[src/mod_pt_params.svh]
// Constants of the pass-thru command interpreter: codes, limits, offsets
// Assumes inclusion by bare name; holds definitions only
`ifndef MOD_PT_PARAMS_SVH
`define MOD_PT_PARAMS_SVH

// --------------------------------------------------------------------
// Control block identifiers
// --------------------------------------------------------------------
`define WARM_BOOT_ID   16'h270e
`define COLD_BOOT_ID   16'h270f

// --------------------------------------------------------------------
// Port role codes
// --------------------------------------------------------------------
`define ROLE_MASTER    3'h0
`define ROLE_SLAVE     3'h1
`define ROLE_BLOCK_PT  3'h2
`define ROLE_DIRECT    3'h4
`define ROLE_DIRECT_SW 3'h5

// --------------------------------------------------------------------
// Write function codes and count limits
// --------------------------------------------------------------------
`define FC_WR_COIL     8'h05
`define FC_WR_REG      8'h06
`define FC_WR_COILS    8'h0f
`define FC_WR_REGS     8'h10
`define MAX_REGS       16'h007d
`define MAX_COILS      16'h0320

// --------------------------------------------------------------------
// Exception codes, zero meaning a normal reply
// --------------------------------------------------------------------
`define EXC_NONE       8'h00
`define EXC_ILL_FUNC   8'h01
`define EXC_ILL_ADDR   8'h02
`define EXC_ILL_VALUE  8'h03
`define EXC_BUSY       8'h06

// --------------------------------------------------------------------
// Holding register area and block identifiers
// --------------------------------------------------------------------
`define HOLD_BASE      20'h09c41
`define HOLD_WORDS_DEF 16'h2710
`define BLK_ID_DIRECT  16'h0000
`define BLK_ID_COIL    16'h0f05
`define BLK_ID_REG     16'h0f06
`define BLK_ID_COILS   16'h0f0f
`define BLK_ID_REGS    16'h0f10

`endif

[src/mod_pt_pkg.sv]
// Types shared by the pass-thru interpreter modules
// Assumes nothing of its surroundings
package mod_pt_pkg;

  // Per-port request handler states
  typedef enum logic [4:0] {
    ST_IDLE  = 5'h01,
    ST_CHECK = 5'h02,
    ST_DATA  = 5'h04,
    ST_DROP  = 5'h08,
    ST_REPLY = 5'h10
  } port_state_e;

  // One word bound for processor memory
  typedef struct packed {
    logic        first;
    logic [15:0] blk_id;
    logic [19:0] addr;
    logic [15:0] data;
  } bp_entry_s;

endpackage

[src/bp_if.sv]
// Push side of the backplane transfer queue
// Assumes one producer and the queue on the same clock
`timescale 1ns/1ns
interface bp_if #(parameter int FREE_W = 6);
  logic                  push_valid;
  mod_pt_pkg::bp_entry_s push_entry;
  logic                  flush;
  logic [FREE_W-1:0]     free;

  modport prod (output push_valid, output push_entry, output flush, input free);
  modport fifo (input push_valid, input push_entry, input flush, output free);
endinterface

[src/ctrl_block.sv]
// Control block decoder: warm and cold boot requests, sequence echo
// Assumes block words come from logic on the same clock
`timescale 1ns/1ns
`include "mod_pt_params.svh"
module ctrl_block (
  // Clock and reset
  input  wire logic        clk,
  input  wire logic        resetn,
  // Block request
  input  wire logic [15:0] blk_seq,
  input  wire logic [15:0] blk_id,
  // Block response and boot pulses
  output logic      [15:0] rsp_seq_r,
  output logic      [15:0] rsp_id_r,
  output logic             warm_r,
  output logic             cold_r
);
  logic [15:0] seen_r;
  logic        fresh;

  // A block counts only once its sequence number moves
  assign fresh = (blk_seq != seen_r);

  // Last sequence number handled
  always_ff @(posedge clk or negedge resetn)
  begin
    if (!resetn)
      seen_r <= 16'h0000;
    else if (fresh)
      seen_r <= blk_seq;
  end

  // Response carries the request sequence plus one
  always_ff @(posedge clk or negedge resetn)
  begin
    if (!resetn)
    begin
      rsp_seq_r <= 16'h0000;
      rsp_id_r  <= 16'h0000;
    end
    else if (fresh)
    begin
      rsp_seq_r <= blk_seq + 16'h0001;
      rsp_id_r  <= blk_id;
    end
  end

  // Boot pulses; spare words are never looked at
  always_ff @(posedge clk or negedge resetn)
  begin
    if (!resetn)
    begin
      warm_r <= 1'b0;
      cold_r <= 1'b0;
    end
    else
    begin
      warm_r <= fresh && (blk_id == `WARM_BOOT_ID);
      cold_r <= fresh && (blk_id == `COLD_BOOT_ID);
    end
  end
endmodule

[src/bp_queue.sv]
// Backplane transfer queue with a registered output stage
// Assumes producers reserve room through the free count before pushing
`timescale 1ns/1ns
module bp_queue #(
  parameter int DEPTH = 32
)(
  // Clock and reset
  input  wire logic             clk,
  input  wire logic             resetn,
  // Push side
  bp_if.fifo                    in_q,
  // Drain side towards processor memory
  output logic                  out_valid_r,
  output mod_pt_pkg::bp_entry_s out_entry_r,
  input  wire logic             out_ready
);
  localparam int AW = $clog2(DEPTH);
  localparam int FW = $clog2(DEPTH + 1);

  // Pointers wrap freely only for a power of two depth
  if ((DEPTH < 2) || ((1 << AW) != DEPTH) || ($bits(in_q.free) != FW))
  begin : g_bad_depth
    $error("bp_queue: depth must be a power of two matching the free width");
  end

  mod_pt_pkg::bp_entry_s mem [DEPTH];
  logic [AW-1:0]         wptr_r;
  logic [AW-1:0]         rptr_r;
  logic [FW-1:0]         cnt_r;
  logic                  push;
  logic                  pop;

  assign push = in_q.push_valid && (cnt_r != FW'(DEPTH));
  assign pop  = (cnt_r != '0) && (!out_valid_r || out_ready);
  assign in_q.free = FW'(DEPTH) - cnt_r;

  // Storage; no reset needed on the data itself
  always_ff @(posedge clk)
  begin
    if (push)
      mem[wptr_r] <= in_q.push_entry;
  end

  // Pointers and fill level
  always_ff @(posedge clk or negedge resetn)
  begin
    if (!resetn)
    begin
      wptr_r <= '0;
      rptr_r <= '0;
      cnt_r  <= '0;
    end
    else if (in_q.flush)
    begin
      wptr_r <= '0;
      rptr_r <= '0;
      cnt_r  <= '0;
    end
    else
    begin
      wptr_r <= wptr_r + AW'(push);
      rptr_r <= rptr_r + AW'(pop);
      cnt_r  <= cnt_r + FW'(push) - FW'(pop);
    end
  end

  // Output stage stalls while the processor side is not ready
  always_ff @(posedge clk or negedge resetn)
  begin
    if (!resetn)
    begin
      out_valid_r <= 1'b0;
      out_entry_r <= '0;
    end
    else if (in_q.flush)
      out_valid_r <= 1'b0;
    else if (pop)
    begin
      out_valid_r <= 1'b1;
      out_entry_r <= mem[rptr_r];
    end
    else if (out_ready)
      out_valid_r <= 1'b0;
  end
endmodule

[src/modbus_slave_pass_thru.sv]
// Top of the pass-thru command interpreter: control blocks and two ports
// Assumes framed Modbus requests arrive on this clock; cts comes from pins
`timescale 1ns/1ns
`include "mod_pt_params.svh"
module modbus_slave_pass_thru #(
  parameter int          QUEUE_DEPTH = 32,
  parameter logic [15:0] HOLD_WORDS  = `HOLD_WORDS_DEF
)(
  // Clock and reset
  input  wire logic              clk,
  input  wire logic              resetn,
  // Control block from the processor
  input  wire logic [15:0]       blk_seq,
  input  wire logic [15:0]       blk_id,
  output logic      [15:0]       blk_rsp_seq,
  output logic      [15:0]       blk_rsp_id,
  output logic                   warm_boot,
  output logic                   cold_boot,
  // Port configuration
  input  wire logic [1:0][2:0]   role,
  input  wire logic [1:0]        clear_to_send_handshake_on,
  // Framed requests from each port
  input  wire logic [1:0]        req_valid,
  input  wire logic [1:0][7:0]   req_func,
  input  wire logic [1:0][15:0]  req_addr,
  input  wire logic [1:0][15:0]  req_count,
  output logic      [1:0]        req_ready,
  // Request data words
  input  wire logic [1:0]        wr_valid,
  input  wire logic [1:0][15:0]  wr_data,
  input  wire logic [1:0]        wr_last,
  output logic      [1:0]        wr_ready,
  // Replies and modem lines
  output logic      [1:0]        rsp_valid,
  output logic      [1:0][7:0]   rsp_exc,
  output logic      [1:0]        rts,
  input  wire logic [1:0]        cts,
  // Towards processor holding memory
  output logic                   bp_valid,
  output logic                   bp_first,
  output logic      [15:0]       bp_blk_id,
  output logic      [19:0]       bp_addr,
  output logic      [15:0]       bp_data,
  input  wire logic              bp_ready
);
  localparam int FW = $clog2(QUEUE_DEPTH + 1);

  // --------------------------------------------------------------------
  // Elaboration checks
  // --------------------------------------------------------------------
  if (QUEUE_DEPTH < 2)
  begin : g_bad_depth
    $error("modbus_slave_pass_thru: queue depth too small");
  end

  // --------------------------------------------------------------------
  // Decoding helpers
  // --------------------------------------------------------------------
  // Pass-thru roles are handled here; master and slave roles are not
  function automatic logic is_pt(input logic [2:0] r);
    is_pt = (r == `ROLE_DIRECT) || (r == `ROLE_DIRECT_SW) || (r == `ROLE_BLOCK_PT);
  endfunction

  // Words a request carries; coils pack sixteen to a word
  function automatic logic [15:0] words_of(input logic [7:0] fc, input logic [15:0] cnt);
    logic [16:0] bits;
    bits = {1'b0, cnt} + 17'h0000f;
    if (fc == `FC_WR_REGS)
      words_of = cnt;
    else if (fc == `FC_WR_COILS)
      words_of = {3'h0, bits[16:4]};
    else
      words_of = 16'h0001;
  endfunction

  // Exception for a request, or none
  function automatic logic [7:0] check_req(input logic [2:0]  r,
                                           input logic [7:0]  fc,
                                           input logic [15:0] addr,
                                           input logic [15:0] cnt,
                                           input logic [15:0] limit);
    logic [16:0] end_a;
    logic        fc_ok;
    logic        cnt_ok;
    end_a  = {1'b0, addr} + {1'b0, words_of(fc, cnt)};
    fc_ok  = (fc == `FC_WR_REG) || (fc == `FC_WR_REGS);
    if (r == `ROLE_BLOCK_PT)
      fc_ok = fc_ok || (fc == `FC_WR_COIL) || (fc == `FC_WR_COILS);
    cnt_ok = 1'b1;
    if (fc == `FC_WR_REGS)
      cnt_ok = (cnt != 16'h0000) && (cnt <= `MAX_REGS);
    else if (fc == `FC_WR_COILS)
      cnt_ok = (cnt != 16'h0000) && (cnt <= `MAX_COILS);
    if (!fc_ok)
      check_req = `EXC_ILL_FUNC;
    else if (!cnt_ok)
      check_req = `EXC_ILL_VALUE;
    else if (end_a > {1'b0, limit})
      check_req = `EXC_ILL_ADDR;
    else
      check_req = `EXC_NONE;
  endfunction

  // Block ID follows the write function type in the block role; other roles get BLK_ID_DIRECT
  function automatic logic [15:0] blk_id_of(input logic [2:0] r, input logic [7:0] fc);
    if (r != `ROLE_BLOCK_PT)
      blk_id_of = `BLK_ID_DIRECT;
    else if (fc == `FC_WR_COIL)
      blk_id_of = `BLK_ID_COIL;
    else if (fc == `FC_WR_REG)
      blk_id_of = `BLK_ID_REG;
    else if (fc == `FC_WR_COILS)
      blk_id_of = `BLK_ID_COILS;
    else
      blk_id_of = `BLK_ID_REGS;
  endfunction

  // --------------------------------------------------------------------
  // Control blocks and the boot flush
  // --------------------------------------------------------------------
  logic flush;

  ctrl_block u_ctrl (
    .clk       (clk),
    .resetn    (resetn),
    .blk_seq   (blk_seq),
    .blk_id    (blk_id),
    .rsp_seq_r (blk_rsp_seq),
    .rsp_id_r  (blk_rsp_id),
    .warm_r    (warm_boot),
    .cold_r    (cold_boot)
  );

  // Either boot clears ports and queue; a cold boot also asks for reset
  assign flush = warm_boot || cold_boot;

  // --------------------------------------------------------------------
  // Clear-to-send synchronisers
  // --------------------------------------------------------------------
  logic [1:0] cts_m_r;
  logic [1:0] cts_s_r;

  always_ff @(posedge clk or negedge resetn)
  begin
    if (!resetn)
    begin
      cts_m_r <= 2'h0;
      cts_s_r <= 2'h0;
    end
    else
    begin
      cts_m_r <= cts;
      cts_s_r <= cts_m_r;
    end
  end

  // --------------------------------------------------------------------
  // Queue and its single-owner lock
  // --------------------------------------------------------------------
  bp_if #(.FREE_W(FW)) bp ();

  wire [1:0]             want;
  wire [1:0]             take;
  wire [1:0]             rel;
  wire [1:0]             push_req;
  wire [1:0]             grant;
  mod_pt_pkg::bp_entry_s ent [2];
  mod_pt_pkg::bp_entry_s q_out;
  logic [1:0]            lock_r;

  // Port 0 wins a tie; the loser simply waits in its check state
  assign grant[0] = want[0] && (lock_r == 2'h0);
  assign grant[1] = want[1] && !want[0] && (lock_r == 2'h0);

  // Lock keeps one port's words contiguous in the queue
  always_ff @(posedge clk or negedge resetn)
  begin
    if (!resetn)
      lock_r <= 2'h0;
    else if (flush)
      lock_r <= 2'h0;
    else
      lock_r <= (lock_r | take) & ~rel;
  end

  // Only the lock owner can be pushing
  assign bp.push_valid = |push_req;
  assign bp.push_entry = lock_r[1] ? ent[1] : ent[0];
  assign bp.flush      = flush;

  bp_queue #(.DEPTH(QUEUE_DEPTH)) u_queue (
    .clk         (clk),
    .resetn      (resetn),
    .in_q        (bp.fifo),
    .out_valid_r (bp_valid),
    .out_entry_r (q_out),
    .out_ready   (bp_ready)
  );

  // Written straight into processor memory, no program needed there
  assign bp_first  = q_out.first;
  assign bp_blk_id = q_out.blk_id;
  assign bp_addr   = q_out.addr;
  assign bp_data   = q_out.data;

  // --------------------------------------------------------------------
  // Per-port request handlers, sharing the queue and its lock
  // --------------------------------------------------------------------
  genvar p;
  for (p = 0; p < 2; p++)
  begin : g_port
    mod_pt_pkg::port_state_e st_r;
    mod_pt_pkg::port_state_e st_nxt;
    logic [7:0]  fc_r;
    logic [15:0] addr_r;
    logic [15:0] cnt_r;
    logic [7:0]  exc_r;
    logic [19:0] tgt_r;
    logic        first_r;
    logic        rdy_r;
    logic        wrdy_r;
    logic        rts_r;
    logic        rsp_r;
    logic [7:0]  rexc_r;
    logic [7:0]  chk;
    logic        fits;
    logic [15:0] word;

    assign chk  = check_req(role[p], fc_r, addr_r, cnt_r, HOLD_WORDS);
    assign fits = 16'(bp.free) >= words_of(fc_r, cnt_r);
    assign want[p] = (st_r == mod_pt_pkg::ST_CHECK) && (chk == `EXC_NONE);
    assign take[p] = (st_r == mod_pt_pkg::ST_CHECK) && (st_nxt == mod_pt_pkg::ST_DATA);
    assign rel[p]  = (st_r == mod_pt_pkg::ST_DATA) && (st_nxt != mod_pt_pkg::ST_DATA);

    // Byte order swap for the swapping role
    assign word = (role[p] == `ROLE_DIRECT_SW) ? {wr_data[p][7:0], wr_data[p][15:8]}
                                                : wr_data[p];

    // Words go only to the queue; there is no database write path
    assign push_req[p] = (st_r == mod_pt_pkg::ST_DATA) && wr_valid[p];
    assign ent[p] = '{first_r, blk_id_of(role[p], fc_r), tgt_r, word};

    // Next state
    always_comb
    begin
      st_nxt = st_r;
      unique case (st_r)
        mod_pt_pkg::ST_IDLE:
          if (req_valid[p] && rdy_r)
            st_nxt = mod_pt_pkg::ST_CHECK;
        mod_pt_pkg::ST_CHECK:
          if (chk != `EXC_NONE)
            st_nxt = mod_pt_pkg::ST_DROP;
          else if (grant[p])
            st_nxt = fits ? mod_pt_pkg::ST_DATA : mod_pt_pkg::ST_DROP;
        mod_pt_pkg::ST_DATA:
          if (wr_valid[p] && wr_last[p])
            st_nxt = mod_pt_pkg::ST_REPLY;
        mod_pt_pkg::ST_DROP:
          if (wr_valid[p] && wr_last[p])
            st_nxt = mod_pt_pkg::ST_REPLY;
        mod_pt_pkg::ST_REPLY:
          if (!clear_to_send_handshake_on[p] || cts_s_r[p])
            st_nxt = mod_pt_pkg::ST_IDLE;
      endcase
      if (flush)
        st_nxt = mod_pt_pkg::ST_IDLE;
    end

    // State
    always_ff @(posedge clk or negedge resetn)
    begin
      if (!resetn)
        st_r <= mod_pt_pkg::ST_IDLE;
      else
        st_r <= st_nxt;
    end

    // Request header, caught as the request is taken
    always_ff @(posedge clk or negedge resetn)
    begin
      if (!resetn)
      begin
        fc_r   <= 8'h00;
        addr_r <= 16'h0000;
        cnt_r  <= 16'h0000;
      end
      else if ((st_r == mod_pt_pkg::ST_IDLE) && (st_nxt == mod_pt_pkg::ST_CHECK))
      begin
        fc_r   <= req_func[p];
        addr_r <= req_addr[p];
        cnt_r  <= req_count[p];
      end
    end

    // Exception held for the reply
    always_ff @(posedge clk or negedge resetn)
    begin
      if (!resetn)
        exc_r <= `EXC_NONE;
      else if (st_r == mod_pt_pkg::ST_CHECK)
      begin
        if (chk != `EXC_NONE)
          exc_r <= chk;
        else if (grant[p] && !fits)
          exc_r <= `EXC_BUSY;
        else
          exc_r <= `EXC_NONE;
      end
    end

    // Target address; block roles pass the raw destination to the processor
    always_ff @(posedge clk or negedge resetn)
    begin
      if (!resetn)
      begin
        tgt_r   <= 20'h00000;
        first_r <= 1'b0;
      end
      else if (take[p])
      begin
        tgt_r   <= (role[p] == `ROLE_BLOCK_PT) ? {4'h0, addr_r}
                                               : `HOLD_BASE + {4'h0, addr_r};
        first_r <= 1'b1;
      end
      else if (push_req[p])
      begin
        tgt_r   <= tgt_r + 20'h00001;
        first_r <= 1'b0;
      end
    end

    // Port outputs, all registered; ready and rts from the next state, reply on leaving REPLY
    always_ff @(posedge clk or negedge resetn)
    begin
      if (!resetn)
      begin
        rdy_r  <= 1'b0;
        wrdy_r <= 1'b0;
        rts_r  <= 1'b0;
        rsp_r  <= 1'b0;
        rexc_r <= `EXC_NONE;
      end
      else
      begin
        rdy_r  <= (st_nxt == mod_pt_pkg::ST_IDLE) && is_pt(role[p]);
        wrdy_r <= (st_nxt == mod_pt_pkg::ST_DATA) || (st_nxt == mod_pt_pkg::ST_DROP);
        rts_r  <= (st_nxt == mod_pt_pkg::ST_REPLY) && clear_to_send_handshake_on[p];
        rsp_r  <= (st_r == mod_pt_pkg::ST_REPLY) && (st_nxt == mod_pt_pkg::ST_IDLE) && !flush;
        if ((st_r == mod_pt_pkg::ST_REPLY) && (st_nxt == mod_pt_pkg::ST_IDLE))
          rexc_r <= exc_r;
      end
    end

    assign req_ready[p] = rdy_r;
    assign wr_ready[p]  = wrdy_r;
    assign rts[p]       = rts_r;
    assign rsp_valid[p] = rsp_r;
    assign rsp_exc[p]   = rexc_r;
  end
endmodule

[config.mk]
export PLATFORM = sky130hd
export DESIGN_NAME = modbus_slave_pass_thru
export DESIGN_NICKNAME = d
export VERILOG_FILES = /design/src/mod_pt_pkg.sv /design/src/bp_if.sv /design/src/ctrl_block.sv /design/src/bp_queue.sv /design/src/modbus_slave_pass_thru.sv
export VERILOG_INCLUDE_DIRS = /design/src
export SDC_FILE = /design/constraint.sdc
export NUM_CORES = 2
export LEC_CHECK = 0
export ABC_CLOCK_PERIOD_IN_PS = 15000
export BUFFER_PORTS_ARGS = -buffer_cell sky130_fd_sc_hd__buf_2
export CAP_MARGIN = 20
export CORE_MARGIN = 8
export CORE_UTILIZATION = 44
export CTS_BUF_LIST = sky130_fd_sc_hd__clkbuf_4
export DETAILED_ROUTE_END_ITERATION = 10
export PLACE_DENSITY = 0.58
export REMOVE_ABC_BUFFERS = 1
export SLEW_MARGIN = 0
export SYNTH_ARGS = -nofsm -noshare
export SYNTH_HDL_FRONTEND = slang
export SYNTH_SLANG_ARGS = --single-unit
[constraint.sdc]
create_clock -name clk -period 15 [get_ports clk]
set_input_delay 3 -clock clk [delete_from_list [all_inputs] [get_ports clk]]
set_output_delay 3 -clock clk [all_outputs]
set_load 0.05 [all_outputs]
======== Word-level counts from Yosys, hierarchy flattened ========
Memories as Yosys holds them, arrays and structs flattened. A register that Yosys moved wholly into a read port is not among the register bits.
Cells that the tools add are included.
Widths: inputs -> output; s select.
word-level totals
  register bits ........................... 245
  bits in writable memories ............... 1696
  memories kept ........................... 1
  bits of input ports ..................... 163
  logic and storage cells ................. 245
operators by class
  bitwise operators ....................... 4
  mux-type cells .......................... 66
  equality and inequality tests ........... 42
  magnitude comparators ................... 8
  add/subtract/negate cells ............... 14
  reduce and logical (&&, ||, !) cells .... 74
memory list
  memory       depth  bits a word  read ports  clocked after Yosys merged registers in  write ports  RTL line        RTL
  u_queue.mem  32     53           1           1                                        1            bp_queue.sv:26  mod_pt_pkg::bp_entry_s mem [DEPTH];
operator list
  kind                    count
  $mux 5                  20
  $mux 20                 4
  $mux 16                 4
  $mux 53                 1
  $add 20x1->20 const B   2
  $pmux 5 s4              2
  $logic_and 1x1->1       35
  $add 16x16->17          2
  $add 16x16->17 const A  2
  $add 16x4->17 const B   2
  $gt 17x14->1 const B    2
  $mux 17                 2
  $eq 16x14->1 const B    2
  $eq 8x3->1 const B      4
  $ge 6x16->1             2
  $le 16x10->1 const B    2
  $le 16x7->1 const B     2
  $reduce_bool 16->1      2
  $mux 13                 2
  $mux 12                 2
  $eq 5x1->1 const B      4
  $eq 5x2->1 const B      4
  $eq 5x3->1 const B      4
  $eq 5x4->1 const B      4
  34 further kinds        96

======== Logic depth before layout (Yosys ltp) ========
  depth in word-level cells ............... 22
  mapped depth ............................ 21

======== Hierarchy ========
Synthesis repeated with hierarchy kept, for this count alone.
unflattened totals
  cells, all modules ...................... 4634
  area, all modules ....................... 82160.0 µm²
by module, submodules not included
  module                  instances  seq. area each (µm²)  cells each  area each (µm²)
  bp_queue                1          52680.5               3144        68157.9
  modbus_slave_pass_thru  1          3956.3                1317        11770.0
  ctrl_block              1          1251.2                173         2232.1

======== Worst setup path before layout ========
Ideal clock, no wire load.
  kind .................................... input to register
  start ................................... in wr_valid[0]
  end ..................................... mem u_queue.mem[12][0] (netlist bit), enable pin
  library setup time ...................... 0.444 ns
  path slack .............................. 8.491 ns
  arrival ................................. 6.065 ns
  stages on the path ...................... 5
  path through ............................ nand4_1 -> a32oi_1 -> or3b_2 -> clkbuf_1 -> nor2_1
between the ends
  word-level cells in the longest chain between the ends .. 5
RTL lines
  what                          RTL line                       RTL
  start: declaration            modbus_slave_pass_thru.sv:29   input wire logic [1:0] wr_valid,
  $logic_and 1x1->1             modbus_slave_pass_thru.sv:240  assign push_req[p] = (st_r == mod_pt_pkg::ST_DATA) && wr_valid[p];
  $reduce_or 2->1               modbus_slave_pass_thru.sv:187  assign bp.push_valid = |push_req;
  $logic_and 1x1->1             bp_queue.sv:33                 assign push = in_q.push_valid && (cnt_r != FW'(DEPTH));
  $mux 1                        bp_queue.sv:40                 if (push)
  $mux 1 (not written as such)  bp_queue.sv:41                 mem[wptr_r] <= in_q.push_entry;
  end: declaration              bp_queue.sv:26
Every way passes these cells.

======== Worst setup path in the final report ========
  start ................................... reg g_port[1].fc_r[7]
  end ..................................... reg lock_r[1]
between the ends
  word-level cells in the longest chain between the ends .. 21
  elaborated cells on any way between the ends .. 36
RTL lines
  what                                             RTL line                                                      RTL
  start: declaration                               modbus_slave_pass_thru.sv:214                                 logic [7:0] fc_r;
  start signal: assignment                         modbus_slave_pass_thru.sv:290                                 fc_r <= req_func[p];
  $eq 8x4->1 (no source line)                      n/a
  $mux 13                                          modbus_slave_pass_thru.sv:70                                  else if (fc == `FC_WR_COILS)
  $mux 16                                          modbus_slave_pass_thru.sv:68                                  if (fc == `FC_WR_REGS)
  $add 16x16->17                                   modbus_slave_pass_thru.sv:85                                  end_a = {1'b0, addr} + {1'b0, words_of(fc, cnt)};
  $gt 17x14->1                                     modbus_slave_pass_thru.sv:98                                  else if (end_a > {1'b0, limit})
  $mux 2                                           modbus_slave_pass_thru.sv:98
  $mux 2                                           modbus_slave_pass_thru.sv:96                                  else if (!cnt_ok)
  $mux 2                                           modbus_slave_pass_thru.sv:94                                  if (!fc_ok)
  [6 not listed]                                   n/a
  $pmux 5 s4 *                                     modbus_slave_pass_thru.sv:247                                 unique case (st_r)
  $mux 5 *                                         modbus_slave_pass_thru.sv:266                                 if (flush)
  via g_port[1].st_nxt[2]                          modbus_slave_pass_thru.sv:213                                 mod_pt_pkg::port_state_e st_nxt;
  $eq 5x3->1 / $ne 5x3->1 (equally long branches)  modbus_slave_pass_thru.sv:232, modbus_slave_pass_thru.sv:233
  $logic_and 1x1->1 (on tied branches)             modbus_slave_pass_thru.sv:232, modbus_slave_pass_thru.sv:233
  $or 2x2->2 / $not 2->2 (equally long branches)   modbus_slave_pass_thru.sv:183                                 lock_r <= (lock_r | take) & ~rel;
  $and 2x2->2 *                                    modbus_slave_pass_thru.sv:183
  $mux 2 *                                         modbus_slave_pass_thru.sv:180                                 else if (flush)
  end signal: assignment                           modbus_slave_pass_thru.sv:183
  end: declaration                                 modbus_slave_pass_thru.sv:169                                 logic [1:0] lock_r;
Mark *: on every way through the listed nets, which the timed path passes. The rest lies on a longest branch.
A chain may end at the register's enable or synchronous reset.

==> results.py <==
metrics = {
    "timing": {
        "slew_headroom_pct": 26.6,
        "rsz0062_at_grt": "false",
        "hold_viol": 0,
        "period_minus_slack_ns": 6.24,
        "setup_tns_ns": 0,
        "worst_pin_slew_ns": 1.10,
        "slew_viol_final": 0,
        "fmax_ghz": 0.160,
        "setup_viol": 0,
        "fin_skew_ns": 0.0853,
        "period_share_pct": 41.6,
    },
    "min_path": {
        "worstHoldPathType": "reg -> reg",
        "hold_start": "cts_m_r[0]$_DFF_PN0_",
        "hold_path_end": "cts_s_r[0]$_DFF_PN0_",
        "min_path_cells": 0,
    },
    "clock_network": {
        "cts_resized": 0,
        "cts_inserted_buffers": 434,
        "cts_tree": "yes",
        "ctsLongestPathBuffers": 4,
        "clk_latency_ns": 1.23,
        "cts_root_buf": "clkbuf_4",
        "cts.clk_slew.worst_paths_ns": 0.07,
        "cts_hold_buf": 0,
        "htreeDepth": 5,
        "clock_sinks": 1644,
        "cts_setup_buffers": 0,
    },
    "global_routing": {
        "grt_pass1_wl_um": 251000,
        "overflow": 0,
        "gr-usage-met3_pct": 5.11,
        "grt_use_total_pct": 20.0,
        "grt_use_met1_pct": 29.0,
        "grt_pass1_vias": 38300,
        "use_met2_pct": 30.2,
        "grt_max_degree": 151,
        "grt.busiest_layer": "met2",
        "antenna_found_initial": 16,
    },
    "floorplan": {
        "core_area_um2": 154000,
        "row_count": 144,
        "ioPinCount": 275,
        "fp.dieArea_um2": 168000,
        "fp.dieH_um": 410,
        "initial_core_util_pct": 44.3,
        "fp.dieW_um": 410,
    },
    "critical_path": {
        "crit_chain": "or3_1, or3b_2, or2_0, o21ai_0, inv_1, fa_1, nand2b_1, a21oi_1, a31oi_1, or4_1, a31o_2, nor3_1, nand4_1, nand2_2, or3b_1, a21oi_1",
        "cp_top_family": "simple AND/OR/NAND/NOR gates",
        "arrival_ns": 7.38,
        "slowest_stage": "nand4_1",
        "rrSetupSlack_ns": 8.76,
        "setup.worst_path.end_class": "flip-flop",
        "rr_endpoint": "lock_r[1]$_DFF_PN0_",
        "crit_buf_inv": 1,
        "crit_path_max_fanout": 15,
        "crit_top_cell": "a21oi_1",
        "path_class": "reg -> reg",
        "r2r_start": "g_port[1].fc_r[7]$_DFFE_PN0P_",
        "required_ns": 16.14,
        "crit_start": "g_port[1].fc_r[7]$_DFFE_PN0P_",
        "slowest_delay_ns": 0.69,
        "r2r_cells": 16,
        "startpoint_type": "flip-flop",
    },
    "synthesis": {
        "ys_seq_area_share_pct": 70.4,
        "synth-edff-count": 1376,
        "synth_top_flop_cell": "edfxtp_1",
        "synth_area_um2": 68200,
        "ys_seq_elements": 1644,
        "synth_area_per_cell_um2": 18.3,
        "synth-async-reset-ratio_pct": 16.3,
        "synth_cell_types": 88,
        "yosys_warnings": 0,
        "synth_cells": 3731,
    },
    "routing": {
        "drc_errors": 0,
        "avgViaCountPerCell": 5.55,
        "postRouteAntennaNets": 0,
        "wire_per_inst_um": 25.4,
        "firstDrtPassIters": 5,
        "finalWirelength_um": 169000,
        "vias": 36900,
        "drt-initial-drc-count": 3057,
    },
    "final_layout": {
        "final_util_pct": 50.5,
        "fin_nets": 4522,
        "layout_common_cells": "edfxtp_1 (1376), clkbuf_4 (636), mux4_2 (430)",
        "drive_gt1_share_pct": 35.7,
        "syn_to_final_growth_pct": 14.0,
        "mostFrequentLayoutCell": "edfxtp_1",
    },
    "pwr": {
        "p_leak_nw": 28.5,
        "power_mw": 12.8,
        "peakVddDrop_mv": 0.146,
        "powerDensity_nw_per_um2": 164,
    },
    "run": {
        "max_cap_viol_count": 0,
    },
    "place": {
        "gp_congestion": 0.811,
        "dp_hpwl_um": 108000,
        "portBuffers": 257,
    },
    "status": {
        "status": "finished clean",
    },
}
[metal layers]
metal  vias to the layer above  wire length (um)
met2                      1376             78200
met3                       213             12700
met1                     19100             75800
met4                         6              2670
met5                         -                41
li1                      16300                 -
[sequential cells by signal, indices dropped and copies added, names as in the netlist, 32 cells and up]
name	flops
g_port.tgt_r	40
g_port.cnt_r	32
g_port.addr_r	32
u_queue.mem	1376
u_queue.out_entry_r	43
[kinds of logic after synthesis]
| logic type | synth area share [%] |
|---|---|
| AND/OR/NAND/NOR | 4.74 |
| flip-flops | 70.4 |
| other | 0.00550 |
| adder cells (fa/ha/maj) | 1.32 |
| buffers and inverters | 1.61 |
| AO/OA/AOI/OAI | 3.05 |
| multiplexers | 16.8 |
| XOR/XNOR | 2.00 |
[area by class of cell]
type	instances	area [um^2]
diodes	9	22.5
clock buffers	636	4770
clock inverters	116	567
fillers	12900	76300
inverters	41	154
multi-input cells	1839	19700
flip-flops and latches	1644	48100
well taps	2044	2560
repair buffers	329	1950
[worst max-delay path by stage]
stage | to | slack [ns] | cells past startpoint
final | lock_r[1]$_DFF_PN0_ | 8.76 | 16
after global routing | lock_r[1]$_DFF_PN0_ | 8.30 | 16
after CTS | lock_r[1]$_DFF_PN0_ | 8.78 | 16
after detailed placement | u_queue.mem[11][12]$_DFFE_PP_ | 8.18 | 6
after global placement | u_queue.mem[11][9]$_DFFE_PP_ | 8.28 | 6
after floorplan | u_queue.out_entry_r[0]$_DFFE_PN0P_ | 0.49 | 4
[power breakdown]
group	switching [mW]	internal, mW
sequential	0.420	5.18
clock	1.79	2.00
combinational	1.89	1.48
[cells in the mapped netlist, types with 30 or more instances]
cell type / count / share of area, %
a21oi_1: 71 / 0.52
xnor2_1: 101 / 1.3
nand2_1: 229 / 1.3
ha_1: 67 / 1.2
nor3_1: 33 / 0.24
dfrtp_1: 266 / 9.8
xor2_1: 55 / 0.71
clkbuf_1: 163 / 0.90
mux4_2: 430 / 14
mux2_2: 119 / 2.0
nor2_1: 152 / 0.84
nand3_1: 65 / 0.48
inv_1: 41 / 0.23
buf_1: 30 / 0.17
and2_1: 35 / 0.32
mux2i_1: 46 / 0.68
edfxtp_1: 1376 / 61
o21ai_0: 126 / 0.92
[stage by stage]
step | hold WS (ns) | instances | worst slack, ns | cell area [um^2]
2_1_floorplan | 0.331 | 3524 | 0.486 | 67300
3_3_place_gp | 0.337 | 5893 | 8.28 | 72300
3_5_place_dp | 0.336 | 5893 | 8.18 | 72300
4_1_cts | 0.351 | 6645 | 8.78 | 77600
5_1_grt | 0.361 | 6654 | 8.30 | 77800
6_report | 0.349 | 6658 | 8.76 | 77800
(Power assumes the default switching activity.)
